**src/core/sewa_pkg.sv**
```systemverilog
// Purpose: shared constants and types of the two-wire eeprom write-access target
// Assumes: system clock of 250 MHz
// Notes: all offsets, field positions and timing figures live here
`default_nettype none

package sewa_pkg;

  // ==========================================================================
  // device address word layout
  localparam logic [3:0] DEV_PREFIX = 4'ha;
  localparam int DEV_PREFIX_HI = 7;
  localparam int DEV_PREFIX_LO = 4;
  localparam int DEV_CS_HI_BIT = 3;
  localparam int DEV_CS_LO_BIT = 2;
  localparam int DEV_PAGE1_BIT = 2;
  localparam int DEV_PAGE0_BIT = 1;
  localparam int DEV_RW_BIT = 0;

  // ==========================================================================
  // widths and memory geometry
  localparam int BYTE_W = 8;
  localparam int ADDR_W = 10;
  localparam int PAGE_OFS_W = 4;
  localparam int PAGE_ROW_W = 6;
  localparam int PAGE_BYTES = 16;
  localparam int PAGE_BITS_W = 2;
  localparam int DRAIN_W = 5;
  localparam int BIT_CNT_W = 4;
  localparam logic [BIT_CNT_W-1:0] BIT_ACK_SLOT = 4'h8;
  localparam logic [BIT_CNT_W-1:0] BIT_ACK_END = 4'h9;

  // ==========================================================================
  // synchroniser lanes
  localparam int SYNC_W = 4;
  localparam int SYNC_SCL = 0;
  localparam int SYNC_SDA = 1;
  localparam int SYNC_CS_HI = 2;
  localparam int SYNC_CS_LO = 3;
  localparam logic [SYNC_W-1:0] SYNC_RST = 4'h3;

  // ==========================================================================
  // timing
  localparam int CLK_FREQ_MHZ = 250;
  localparam int PROG_TIME_US = 5000;
  // longest time in clk cycles; the integer product is exact, with no rounding
  localparam int PROG_CYCLES = PROG_TIME_US * CLK_FREQ_MHZ;
  localparam int PROG_CNT_W = 21;

  typedef enum logic [2:0] {
    ST_IDLE,
    ST_DEV,
    ST_ADDR,
    ST_DATA,
    ST_READ,
    ST_PROG
  } sewa_state_e;

endpackage : sewa_pkg

`default_nettype wire

```
**src/core/sewa_fifo2.sv**
```systemverilog
// Purpose: two-entry buffer with valid and ready on both sides
// Assumes: single clock
// Notes: outputs come straight from registers
`default_nettype none

module sewa_fifo2 #(
  parameter int W = 8
) (
  input wire logic clk,
  input wire logic rst,
  input wire logic in_valid,
  output logic in_ready,
  input wire logic [W-1:0] in_data,
  output logic out_valid,
  input wire logic out_ready,
  output logic [W-1:0] out_data
);

  logic tail_valid_reg;
  logic [W-1:0] tail_reg;
  logic push;
  logic pop;

  assign in_ready = ~tail_valid_reg;
  assign push = in_valid & ~tail_valid_reg;
  assign pop = out_valid & out_ready;

  // ==========================================================================
  // head and tail slots
  always_ff @(posedge clk or posedge rst)
  begin
    if (rst)
    begin
      out_valid <= 1'b0;
      tail_valid_reg <= 1'b0;
      out_data <= '0;
      tail_reg <= '0;
    end
    else if (pop)
    begin
      if (tail_valid_reg)
      begin
        out_data <= tail_reg;
        tail_valid_reg <= 1'b0;
      end
      else
      begin
        out_valid <= push;
        if (push)
        begin
          out_data <= in_data;
        end
      end
    end
    else if (push)
    begin
      if (!out_valid)
      begin
        out_data <= in_data;
        out_valid <= 1'b1;
      end
      else
      begin
        tail_reg <= in_data;
        tail_valid_reg <= 1'b1;
      end
    end
  end

endmodule : sewa_fifo2

`default_nettype wire

```
**src/core/sewa_sync.sv**
```systemverilog
// Purpose: two-flop synchroniser for pin inputs
// Assumes: inputs are asynchronous to clk
// Notes: first stage is read only by the second stage
`default_nettype none

module sewa_sync #(
  parameter int W = 1,
  parameter logic [W-1:0] RST_VAL = '0
) (
  input wire logic clk,
  input wire logic rst,
  input wire logic [W-1:0] d,
  output logic [W-1:0] q
);

  logic [W-1:0] meta_reg;

  // ==========================================================================
  // per-bit double flop
  genvar gi;
  generate
    for (gi = 0; gi < W; gi++)
    begin : g_bit
      always_ff @(posedge clk or posedge rst)
      begin
        if (rst)
        begin
          meta_reg[gi] <= RST_VAL[gi];
          q[gi] <= RST_VAL[gi];
        end
        else
        begin
          meta_reg[gi] <= d[gi];
          q[gi] <= meta_reg[gi];
        end
      end
    end
  endgenerate

endmodule : sewa_sync

`default_nettype wire

```
**src/core/sewa_top.sv**
```systemverilog
// Purpose: target side of a two-wire serial eeprom, write access and programming
// Assumes: scl, sda and chip-select pins are asynchronous to clk; scl far slower
// Notes: written page is drained through a two-entry buffer during programming
`default_nettype none

// Summary of operation
// - a data change while scl is high is a start or stop, not a bit
// - sda falling with scl high is a start; controller starts every command
// - sda rising with scl high is a stop
// - a stop ending a read sequence puts the device into standby
// - words are eight bits; device pulls sda low on the ninth clock
// - standby at power-up and after a stop once internal work ends
// - start, nine clocks, start then stop leaves the device ready
// - programming from the write stop lasts at most 5 ms; the code also holds it until every written byte has entered the two-entry buffer
// - device address word must begin with 1010 to be answered
// - 4K part matches bits 3 and 2 to pins; bit 1 is page bit
// - 8K part matches bit 3 to one pin; bits 2 and 1 are page bits
// - address bit 0 high means read, low means write
// - match is acknowledged; mismatch gets no ack and returns to standby
// - byte write is device address, word address, one data byte, then stop
// - after a write stop, program and ignore the bus until done
// - page write takes up to sixteen bytes, each acknowledged, ended by stop
// - only the low four word address bits advance after each byte
// - over sixteen bytes wrap inside the page and overwrite earlier ones
// - polling gets an acknowledge only after programming has finished
// - sample incoming bits on scl rise, change sda on scl fall
// - pages of sixteen bytes; 9-bit address in 4K, 10-bit in 8K
module sewa_top #(
  parameter int PROG_CYCLES = sewa_pkg::PROG_CYCLES,
  parameter bit IS_8K = 1'b0
) (
  input wire logic clk,
  input wire logic rst,
  input wire logic scl_in,
  input wire logic sda_in,
  output logic sda_out,
  output logic sda_oe_n,
  input wire logic chip_select_hi,
  input wire logic chip_select_lo,
  output logic standby,
  output logic prog_busy,
  output logic prog_valid,
  input wire logic prog_ready,
  output logic [sewa_pkg::ADDR_W-1:0] prog_addr,
  output logic [sewa_pkg::BYTE_W-1:0] prog_data
);

  localparam logic [sewa_pkg::PROG_CNT_W-1:0] PROG_LAST =
    sewa_pkg::PROG_CNT_W'(PROG_CYCLES - 1);
  localparam logic [sewa_pkg::DRAIN_W-1:0] DRAIN_END =
    sewa_pkg::DRAIN_W'(sewa_pkg::PAGE_BYTES);

  logic [sewa_pkg::SYNC_W-1:0] sync_q;
  logic scl_s;
  logic sda_s;
  logic scl_d_reg;
  logic sda_d_reg;
  logic scl_rise;
  logic scl_fall;
  logic start_ev;
  logic stop_ev;
  sewa_pkg::sewa_state_e state_reg;
  logic [sewa_pkg::BIT_CNT_W-1:0] bit_cnt_reg;
  logic [sewa_pkg::BYTE_W-1:0] shift_reg;
  logic rx_state;
  logic byte_done;
  logic ack_end;
  logic dev_match;
  logic ack_now;
  logic rw_reg;
  logic [sewa_pkg::PAGE_BITS_W-1:0] page_reg;
  logic [sewa_pkg::PAGE_ROW_W-1:0] row_reg;
  logic [sewa_pkg::PAGE_OFS_W-1:0] wr_ofs_reg;
  logic [sewa_pkg::BYTE_W-1:0] page_buf [sewa_pkg::PAGE_BYTES];
  logic [sewa_pkg::PAGE_BYTES-1:0] mask_reg;
  logic [sewa_pkg::DRAIN_W-1:0] drain_idx_reg;
  logic [sewa_pkg::PAGE_OFS_W-1:0] drain_ofs;
  logic drain_done;
  logic [sewa_pkg::PROG_CNT_W-1:0] prog_cnt_reg;
  logic prog_done;
  logic fifo_in_valid;
  logic fifo_in_ready;
  logic sda_out_reg;

  // ==========================================================================
  // pin synchronisers and edge detection
  sewa_sync #(
    .W(sewa_pkg::SYNC_W),
    .RST_VAL(sewa_pkg::SYNC_RST)
  ) u_sync (
    .clk(clk),
    .rst(rst),
    .d({chip_select_lo, chip_select_hi, sda_in, scl_in}),
    .q(sync_q)
  );

  assign scl_s = sync_q[sewa_pkg::SYNC_SCL];
  assign sda_s = sync_q[sewa_pkg::SYNC_SDA];

  always_ff @(posedge clk or posedge rst)
  begin
    if (rst)
    begin
      scl_d_reg <= 1'b1;
      sda_d_reg <= 1'b1;
    end
    else
    begin
      scl_d_reg <= scl_s;
      sda_d_reg <= sda_s;
    end
  end

  assign scl_rise = scl_s & ~scl_d_reg;
  assign scl_fall = ~scl_s & scl_d_reg;
  assign start_ev = scl_s & scl_d_reg & sda_d_reg & ~sda_s;
  assign stop_ev = scl_s & scl_d_reg & ~sda_d_reg & sda_s;

  assign rx_state = (state_reg == sewa_pkg::ST_DEV) || (state_reg == sewa_pkg::ST_ADDR) ||
    (state_reg == sewa_pkg::ST_DATA);
  assign byte_done = scl_fall && rx_state && (bit_cnt_reg == sewa_pkg::BIT_ACK_SLOT);
  assign ack_end = scl_fall && (bit_cnt_reg == sewa_pkg::BIT_ACK_END);

  assign dev_match =
    (shift_reg[sewa_pkg::DEV_PREFIX_HI:sewa_pkg::DEV_PREFIX_LO] == sewa_pkg::DEV_PREFIX) &&
    (shift_reg[sewa_pkg::DEV_CS_HI_BIT] == sync_q[sewa_pkg::SYNC_CS_HI]) &&
    (IS_8K || (shift_reg[sewa_pkg::DEV_CS_LO_BIT] == sync_q[sewa_pkg::SYNC_CS_LO]));
  assign ack_now = ((state_reg == sewa_pkg::ST_DEV) && dev_match) ||
    (state_reg == sewa_pkg::ST_ADDR) || (state_reg == sewa_pkg::ST_DATA);

  // ==========================================================================
  // bit counter and shifter
  always_ff @(posedge clk or posedge rst)
  begin
    if (rst)
    begin
      bit_cnt_reg <= '0;
    end
    else if (start_ev && state_reg != sewa_pkg::ST_PROG)
    begin
      bit_cnt_reg <= '0;
    end
    else if (scl_rise && rx_state && bit_cnt_reg < sewa_pkg::BIT_ACK_SLOT)
    begin
      bit_cnt_reg <= bit_cnt_reg + 1'b1;
    end
    else if (byte_done)
    begin
      bit_cnt_reg <= ack_now ? sewa_pkg::BIT_ACK_END : '0;
    end
    else if (ack_end)
    begin
      bit_cnt_reg <= '0;
    end
  end

  always_ff @(posedge clk or posedge rst)
  begin
    if (rst)
    begin
      shift_reg <= '0;
    end
    else if (scl_rise && rx_state && bit_cnt_reg < sewa_pkg::BIT_ACK_SLOT)
    begin
      shift_reg <= {shift_reg[sewa_pkg::BYTE_W-2:0], sda_s};
    end
  end

  // ==========================================================================
  // transfer state
  always_ff @(posedge clk or posedge rst)
  begin
    if (rst)
    begin
      state_reg <= sewa_pkg::ST_IDLE;
    end
    else if (state_reg == sewa_pkg::ST_PROG)
    begin
      if (prog_done)
      begin
        state_reg <= sewa_pkg::ST_IDLE;
      end
    end
    else if (start_ev)
    begin
      state_reg <= sewa_pkg::ST_DEV;
    end
    else if (stop_ev)
    begin
      state_reg <= (state_reg == sewa_pkg::ST_DATA && mask_reg != '0) ?
        sewa_pkg::ST_PROG : sewa_pkg::ST_IDLE;
    end
    else if (byte_done && state_reg == sewa_pkg::ST_DEV && !dev_match)
    begin
      state_reg <= sewa_pkg::ST_IDLE;
    end
    else if (ack_end)
    begin
      unique case (state_reg)
        sewa_pkg::ST_DEV: state_reg <= rw_reg ? sewa_pkg::ST_READ : sewa_pkg::ST_ADDR;
        sewa_pkg::ST_ADDR: state_reg <= sewa_pkg::ST_DATA;
        sewa_pkg::ST_DATA: state_reg <= sewa_pkg::ST_DATA;
        sewa_pkg::ST_IDLE: state_reg <= sewa_pkg::ST_IDLE;
        sewa_pkg::ST_READ: state_reg <= sewa_pkg::ST_READ;
        sewa_pkg::ST_PROG: state_reg <= sewa_pkg::ST_PROG;
      endcase
    end
  end

  // ==========================================================================
  // address capture
  always_ff @(posedge clk or posedge rst)
  begin
    if (rst)
    begin
      rw_reg <= 1'b0;
      page_reg <= '0;
      row_reg <= '0;
      wr_ofs_reg <= '0;
    end
    else if (byte_done && state_reg == sewa_pkg::ST_DEV && dev_match)
    begin
      rw_reg <= shift_reg[sewa_pkg::DEV_RW_BIT];
      page_reg <= IS_8K ?
        {shift_reg[sewa_pkg::DEV_PAGE1_BIT], shift_reg[sewa_pkg::DEV_PAGE0_BIT]} :
        {1'b0, shift_reg[sewa_pkg::DEV_PAGE0_BIT]};
    end
    else if (byte_done && state_reg == sewa_pkg::ST_ADDR)
    begin
      row_reg <= {page_reg, shift_reg[sewa_pkg::BYTE_W-1:sewa_pkg::PAGE_OFS_W]};
      wr_ofs_reg <= shift_reg[sewa_pkg::PAGE_OFS_W-1:0];
    end
    else if (byte_done && state_reg == sewa_pkg::ST_DATA)
    begin
      wr_ofs_reg <= wr_ofs_reg + 1'b1;
    end
  end

  // ==========================================================================
  // page buffer
  // up to sixteen page bytes
  always_ff @(posedge clk)
  begin
    if (byte_done && state_reg == sewa_pkg::ST_DATA)
    begin
      page_buf[wr_ofs_reg] <= shift_reg;
    end
  end

  always_ff @(posedge clk or posedge rst)
  begin
    if (rst)
    begin
      mask_reg <= '0;
    end
    else if (prog_done || (byte_done && state_reg == sewa_pkg::ST_ADDR))
    begin
      mask_reg <= '0;
    end
    else if (byte_done && state_reg == sewa_pkg::ST_DATA)
    begin
      mask_reg[wr_ofs_reg] <= 1'b1;
    end
  end

  // ==========================================================================
  // programming cycle and drain
  assign drain_ofs = drain_idx_reg[sewa_pkg::PAGE_OFS_W-1:0];
  assign drain_done = (drain_idx_reg == DRAIN_END);
  assign fifo_in_valid = (state_reg == sewa_pkg::ST_PROG) && !drain_done && mask_reg[drain_ofs];
  assign prog_done = (state_reg == sewa_pkg::ST_PROG) && drain_done &&
    (prog_cnt_reg == PROG_LAST);

  always_ff @(posedge clk or posedge rst)
  begin
    if (rst)
    begin
      drain_idx_reg <= '0;
    end
    else if (state_reg != sewa_pkg::ST_PROG)
    begin
      drain_idx_reg <= '0;
    end
    else if (!drain_done && (!mask_reg[drain_ofs] || fifo_in_ready))
    begin
      drain_idx_reg <= drain_idx_reg + 1'b1;
    end
  end

  always_ff @(posedge clk or posedge rst)
  begin
    if (rst)
    begin
      prog_cnt_reg <= '0;
    end
    else if (state_reg != sewa_pkg::ST_PROG)
    begin
      prog_cnt_reg <= '0;
    end
    else if (prog_cnt_reg != PROG_LAST)
    begin
      prog_cnt_reg <= prog_cnt_reg + 1'b1;
    end
  end

  sewa_fifo2 #(
    .W(sewa_pkg::ADDR_W + sewa_pkg::BYTE_W)
  ) u_fifo (
    .clk(clk),
    .rst(rst),
    .in_valid(fifo_in_valid),
    .in_ready(fifo_in_ready),
    .in_data({row_reg, drain_ofs, page_buf[drain_ofs]}),
    .out_valid(prog_valid),
    .out_ready(prog_ready),
    .out_data({prog_addr, prog_data})
  );

  // ==========================================================================
  // sda drive and status
  always_ff @(posedge clk or posedge rst)
  begin
    if (rst)
    begin
      sda_oe_n <= 1'b1;
      sda_out_reg <= 1'b0;
      standby <= 1'b1;
      prog_busy <= 1'b0;
    end
    else
    begin
      // pull low only in ack slot
      if (byte_done && ack_now)
      begin
        sda_oe_n <= 1'b0;
      end
      else if (ack_end || start_ev || stop_ev || state_reg == sewa_pkg::ST_PROG)
      begin
        sda_oe_n <= 1'b1;
      end
      sda_out_reg <= 1'b0;
      // standby after stop and work done
      standby <= (state_reg == sewa_pkg::ST_IDLE);
      prog_busy <= (state_reg == sewa_pkg::ST_PROG);
    end
  end

  assign sda_out = sda_out_reg;
endmodule : sewa_top

`default_nettype wire

```
**config.mk**
```make
export PLATFORM = sky130hd
export DESIGN_NAME = sewa_top
export DESIGN_NICKNAME = d
export VERILOG_FILES = /design/src/core/sewa_pkg.sv /design/src/core/sewa_fifo2.sv /design/src/core/sewa_sync.sv /design/src/core/sewa_top.sv
export SDC_FILE = /design/constraint.sdc
export NUM_CORES = 1
export LEC_CHECK = 0
export ABC_AREA = 1
export BUFFER_PORTS_ARGS = -buffer_cell sky130_fd_sc_hd__buf_4
export CAP_MARGIN = 20
export CELL_PAD_IN_SITES_DETAIL_PLACEMENT = 1
export CELL_PAD_IN_SITES_GLOBAL_PLACEMENT = 2
export CORE_MARGIN = 2
export CORE_UTILIZATION = 41
export DETAILED_ROUTE_END_ITERATION = 8
export GPL_TIMING_DRIVEN = 0
export PLACE_DENSITY_LB_ADDON = 0.1
export SETUP_SLACK_MARGIN = 0.5
export SLEW_MARGIN = 25
export SYNTH_ARGS = -nofsm -noshare
export SYNTH_HDL_FRONTEND = slang
export SYNTH_HIERARCHICAL = 1
export SYNTH_SLANG_ARGS = --single-unit
```
**constraint.sdc**
```tcl
create_clock -name clk -period 2.5 [get_ports clk]
set_input_delay 0.125 -clock clk [delete_from_list [all_inputs] [get_ports clk]]
set_output_delay 0.125 -clock clk [all_outputs]
set_load 0.01 [all_outputs]
```
---- Word-level counts from Yosys, hierarchy flattened ----
Memory sizes are Yosys's and may differ from the RTL's.
Index checks and enable logic that the tools add are counted.
cells by class
  $add $sub $neg .......................... 4
  $lt $le $gt $ge ......................... 4
  eq/ne operators ......................... 17
  muxes and demuxes ....................... 41
  bitwise gates (word level) .............. 17
  reductions and logical operators ........ 54
operator list
  cell                                                                          number
  18-bit 2-to-1 mux                                                             5
  21-bit 2-to-1 mux                                                             2
  16-bit 2-to-1 mux                                                             2
  4-bit 2-to-1 mux                                                              7
  3-bit 2-to-1 mux                                                              8
  1-bit logical AND                                                             22
  21-bit by 1-bit adder with 21-bit output, second input constant               1
  21-bit equality test, second input constant                                   1
  21-bit inequality test, second input constant                                 1
  16-bit bitwise OR                                                             1
  16-bit nonzero test                                                           1
  2-bit nonzero test                                                            8
  4-bit equality test, second input constant                                    3
  1-bit 2-to-1 mux                                                              12
  3-bit case mux with 4 select lines                                            1
  4-bit by 5-bit less-than comparator with 1-bit output, second input constant  2
  5-bit 2-to-1 mux                                                              2
  2-bit AND reduction                                                           5
  1-bit bitwise AND                                                             9
  1-bit logical OR                                                              9
  4-bit by 1-bit adder with 4-bit output, second input constant                 2
  1-bit NOT                                                                     7
  3-bit by 2-bit equality test with 1-bit output, second input constant         2
  3-bit equality test, second input constant                                    2
  other kinds (16)                                                              22
word-level totals
  bits in registers ....................... 118
  memory bits (writable) .................. 128
  bits of input ports ..................... 7
  output and inout bits ................... 23
  word-level logic and storage cells ...... 165
  memories ................................ 1
memories
  name      depth  width  read ports  clocked after memory_dff  wr ports  RTL line        source
  page_buf  16     8      1           0                         1         sewa_top.sv:74  logic [sewa_pkg::BYTE_W-1:0] page_buf [sewa_pkg::PAGE_BYTES];

---- Logic depth before layout (Yosys ltp) ----
  depth in word-level cells ............... 11
  depth in mapped cells ................... 16
  depth with buffers taken out ............ 14

---- Hierarchy ----
Netlist, hierarchy kept.
modules (own cells, without submodules)
  module      times used  cells an instance  area each (µm²)  sequential area each (µm²)
  sewa_top    1           870                8977.4           5675.4
  sewa_fifo2  1           228                1829.3           950.9
  sewa_sync   1           9                  209.0            205.2

---- Least setup slack after synthesis ----
No wires, ideal clock.
  path type ............................... register to register
  start ................................... reg drain_idx_reg[0] in the netlist's numbering
  end ..................................... reg u_fifo.out_data[0]
  setup time .............................. 65 ps
  arrival ................................. 2181 ps
  required time ........................... 2435 ps
  path slack .............................. 254 ps
  cell stages (with the launch flop) ...... 14
  buffers on the path ..................... 4
  clock period less this slack ............ 2246 ps
  cells stage by stage .................... dfrtp_1 -> inv_1 -> buf_2 -> buf_2 -> buf_2 -> ha_1 -> nand4_1 -> and3_1 -> nand2_2 -> nand2_1 -> nand2_4 -> buf_6 -> nand2_1 -> nand2_1
between the ends
  longest elaborated chain between the ends .. 7
  elaborated cells between the ends (all ways) .. 16
  those cells by class .................... 1 x eq/ne; 7 x mux; 1 x bitwise; 6 x reduce/logical; 1 x memory
ends and longest elaborated chain
  element                                                                            RTL line          source
  from (decl)                                                                        sewa_top.sv:76    logic [sewa_pkg::DRAIN_W-1:0] drain_idx_reg;
  from (signal assigned)                                                             sewa_top.sv:286   drain_idx_reg <= drain_idx_reg + 1'b1;
  branches (longest 3 deep; another with 1-bit binary-select mux with 4-bit select)  --
  1-bit logical AND *                                                                sewa_top.sv:270   assign fifo_in_valid = (state_reg == sewa_pkg::ST_PROG) && !drain_done && mask_reg[drain_ofs];
  named net fifo_in_valid                                                            sewa_top.sv:81    logic fifo_in_valid;
  1-bit bitwise AND *                                                                sewa_fifo2.sv:25  assign push = in_valid & ~tail_valid_reg;
  2-bit nonzero test (no line)                                                       --
  3-bit AND reduction (no line) *                                                    --
  to (signal assigned)                                                               sewa_fifo2.sv:43  out_data <= tail_reg;
  to (signal assigned)                                                               sewa_fifo2.sv:51  out_data <= in_data;
  to (signal assigned)                                                               sewa_fifo2.sv:59  out_data <= in_data;
  to (decl)                                                                          sewa_fifo2.sv:16  output logic [W-1:0] out_data
Mark *: on every way through the listed nets, which the timed path passes. The select of a mux whose other input is x is not followed.
A chain may end at the register's enable or synchronous reset.

---- Worst setup path after layout ----
  start ................................... reg drain_idx_reg[0] in the netlist's numbering
  end ..................................... reg u_fifo.out_data[10]
The elaborated chain is that of the path after synthesis.

==> metrics.md <==
| Metric | Value |
|---|---|
| Post-synthesis cell type count | `44` |
| Max cap viols | `0` |
| Setup-failing EPs final | `0` |
| Clock H-tree levels | `1` |
| Ports | `30` |
| Switching Share | `27.47%` |
| Fin. max-slew vios | `0` |
| Routed vias | `8249` |
| Core ar. | `26210 µm²` |
| Final Hold Viols | `0` |
| Vias in the first global route | `8739` |
| Synth Area in Compound Gates | `10.11%` |
| Site Rows | `59` |
| Clock root cell | `clkbuf_16` |
| Gpl congestion | `0.7664` |
| Vias per cell | `5.274` |
| Skew-Pair Late Insertion Delay | `0.54 ns` |
| Status | `finished clean` |
| Largest register FFs | `128` |
| Global-route wire length before repair | `49590 µm` |
| Worst r2r path cells | `16` |
| Post-Synth Simple-Gate Area | `19.57%` |
| Port Buf Inserts | `28` |
| Hold Crit Class | `primary input to async pin` |
| Power per cell area | `804.5 nW/µm²` |
| WL final | `31360 µm` |
| Xor/xnor cell area share of the yosys netlist | `0.6361%` |
| RSZ-0062 raised after global routing | `yes` |
| Max Buffers Root-to-Sink | `3` |
| Gr ovfl total | `0` |
| Drt pass-1 iters | `4` |
| Main combinational cell family by area after synthesis | `simple AND/OR/NAND/NOR gates` |
| Fraction of layout cells with a size suffix above 1 | `25.31%` |
| Antenna diodes | `0` |
| Critical Path Start Type | `register` |
| Minimum clock period | `2.079 ns` |
| Setup Skew | `0.01254 ns` |
| P_int | `8016 µW` |
| Ys Warns | `6` |
| Initial antenna violation count | `1` |
| Mapped Avg Cell Area | `9.951 µm²` |
| Max Clk Rate | `0.4810 GHz` |
| Wire per inst | `20.05 µm` |
| Register Area | `6847 µm²` |
| R2R setup slack | `0.42 ns` |
| CTS tree | `built` |
| Nets | `1224` |
| Switching pwr | `3035 µW` |
| Reg-to-reg startpoint | `drain_idx_reg[0]$_DFFE_PP0P_` |
| CP endpoint kind | `register` |
| DP Area | `11760 µm²` |
| Sink Count | `247` |
| Total GRT Usage | `22.52%` |
| Initial Utilization | `42.03%` |
| Post-DP HPWL | `20620 µm` |
| Worst vdd ir | `0.0004550 V` |
| Fill cells | `2819` |
| DIE WIDTH | `167.9 µm` |
| P_leak | `0.005752 µW` |
| Power share of the sequential group | `46.0%` |
| Sequential-to-total area share from yosys stat | `62.02%` |
| Clock power frac | `40.8%` |
| Worst Path Arrival | `2.55 ns` |
| Largest net degree at the start of global routing | `43` |
| Critical path class | `register to register` |
| ANT nets after route | `0` |
| Minimum hold slack | `0.1266 ns` |
| Multi-input gate area | `3830 µm²` |
| Cell Area, Synth | `11020 µm²` |
| Gate power share | `13.2%` |
| Measured slew at the worst slew-check pin | `0.7745 ns` |
| Adder-Cell Fraction of Synth Area | `1.136%` |
| Total Die Area | `28190 µm²` |
| Detailed Route Iter0 Violations | `479` |
| Die H | `167.9 µm` |
| Mapped Cells | `1107` |
| Rel. slew slack | `48.18%` |
| Worst-path clk slew | `0.06 ns` |
| Drt drc | `0` |
| Worst path required time | `2.97 ns` |
| Flops & latches, synth | `247` |
| Fin crit share | `83.16%` |
| Mux contribution to synthesized area | `0%` |
| Max FO, Critical Path | `8` |
| RR Endpoint | `u_fifo/out_data[10]$_DFFE_PP0P_` |
| Syn-to-layout area delta | `24.70%` |
| CTS buffer count | `28` |
| Finished layout cell area | `13740 µm²` |
[cell usage in the layout, fill, tap and decap left out, types with 9 or more instances in the layout]
master / instances
buf_4: 54
nand4_1: 38
a21oi_1: 17
buf_6: 16
buf_2: 10
nand2_4: 20
nor2_1: 96
o21ai_0: 87
o21ai_1: 26
o221ai_1: 9
nand2_2: 24
o22ai_1: 23
dfrtp_2: 12
nand2_1: 225
clkbuf_16: 34
edfxtp_1: 128
nand3_2: 12
dfrtp_1: 99
inv_1: 86
nand3_1: 33
clkinvlp_4: 17
[per-layer routing]
layer,part of all wire (%),global-route usage [%],wire [µm]
met5,0,0,0
met4,2.0,6.087,632
met3,2.8,2.022,877
met2,50,39.27,15680
met1,45,30.31,14170
[power by group through the flow]
| stage | Sequential (µW) | Combinational [µW] | Clock (µW) |
|---|---|---|---|
| global placement | 5140 | 1220 | 0 |
| detailed placement | 5160 | 1260 | 0 |
| CTS | 5080 | 1380 | 4570 |
| finish | 5080 | 1460 | 4500 |
| global route | 5120 | 1630 | 4740 |
| floorplan | 4990 | 805 | 0 |
[how the worst max path moves through the flow]
stage | from | to | slack, ns | cells past startpoint
2_1_floorplan | drain_idx_reg[0]$_DFFE_PP0P_ | u_fifo/out_data[0]$_DFFE_PP0P_ | 0.49 | 12
3_3_place_gp | rst | mask_reg[4]$_DFFE_PP0P_ | -0.74 | 2
3_5_place_dp | drain_idx_reg[1]$_DFFE_PP0P_ | u_fifo/out_data[12]$_DFFE_PP0P_ | -0.30 | 10
4_1_cts | scl_d_reg$_DFF_PP1_ | page_buf[4][1]$_DFFE_PP_ | 0.46 | 9
5_1_grt | drain_idx_reg[0]$_DFFE_PP0P_ | u_fifo/out_data[6]$_DFFE_PP0P_ | 0.34 | 16
6_report | drain_idx_reg[0]$_DFFE_PP0P_ | u_fifo/out_data[10]$_DFFE_PP0P_ | 0.42 | 16
[Yosys cell counts, drive strengths merged]
master	number	area, µm²
o22ai	24	150.1
o221ai	12	105.1
nand4	38	237.7
o211ai	4	30.03
ha	10	125.1
or2	1	6.260
inv	117	439.2
o21ai	117	585.6
nor4	2	12.51
nor2	112	486.7
nor3	10	65.06
nand2	271	1059
clkbuf	14	52.55
clkinv	2	7.510
buf	32	216.5
a21oi	28	188.9
o21a	2	15.01
nand3b	1	7.510
xnor2	3	26.28
nand3	47	275.3
conb	1	3.750
dfrtp	111	2778
xor2	5	43.79
edfxtp	128	3844
and3	1	6.260
dfstp	8	210.2
a31oi	5	31.28
a22oi	1	7.510
[stage by stage]
stage               total power [µW]  setup TNS (ns)  util, %  setup WS, ns  cells
floorplan                       5791               0        -        0.4897   1109
global placement                6367          -58.13    44.64       -0.7358   1472
detailed placement              6424          -7.038    44.86       -0.3013   1474
CTS                            11040               0    50.58        0.4635   1548
global route                   11490               0    52.42        0.3429   1564
finish                         11050               0    52.42        0.4210   1564
[logic make-up after synthesis]
group | Yosys count
flip-flops | 247
AND/OR/NAND/NOR | 483
buffers and inverters | 165
adder cells (fa/ha/maj) | 10
XOR/XNOR | 8
AO/OA/AOI/OAI | 193
other | 1
[layout make-up]
cell class	count	share of cell area, %
Multi-Input combinational cell	697	27.88
Sequential cell	247	49.84
Clock inverter	16	1.375
Tap cell	335	3.051
Clock buffer	36	6.139
Inverter	119	3.926
Timing Repair Buffer	68	4.982
Buffer	46	2.805
[worst max-delay path, stage by stage, from the launching register on]
cell and delay [ns]:
dfrtp_2 0.44, inv_4 0.06, buf_12 0.13, buf_16 0.13, nand2_1 0.06, nand3_1 0.06, nand2_1 0.06, nand2_1 0.05
nand2_1 0.06, inv_1 0.04, nand2_2 0.09, and3_4 0.23, nand2_4 0.09, a21oi_4 0.23, buf_6 0.17, nand2_1 0.06
nand2_1 0.05
[timing repair]
action / in CTS / in global routing
pin swaps: 11 / 26
endpoints found under the hold margin: 62 / 0
setup buffers: 14 / 13
resized for setup: 91 / 100
hold buffers: 6 / 0
gates cloned: 2 / 3
setup endpoints to repair: 190 / 185
(Power assumes the default switching activity.)
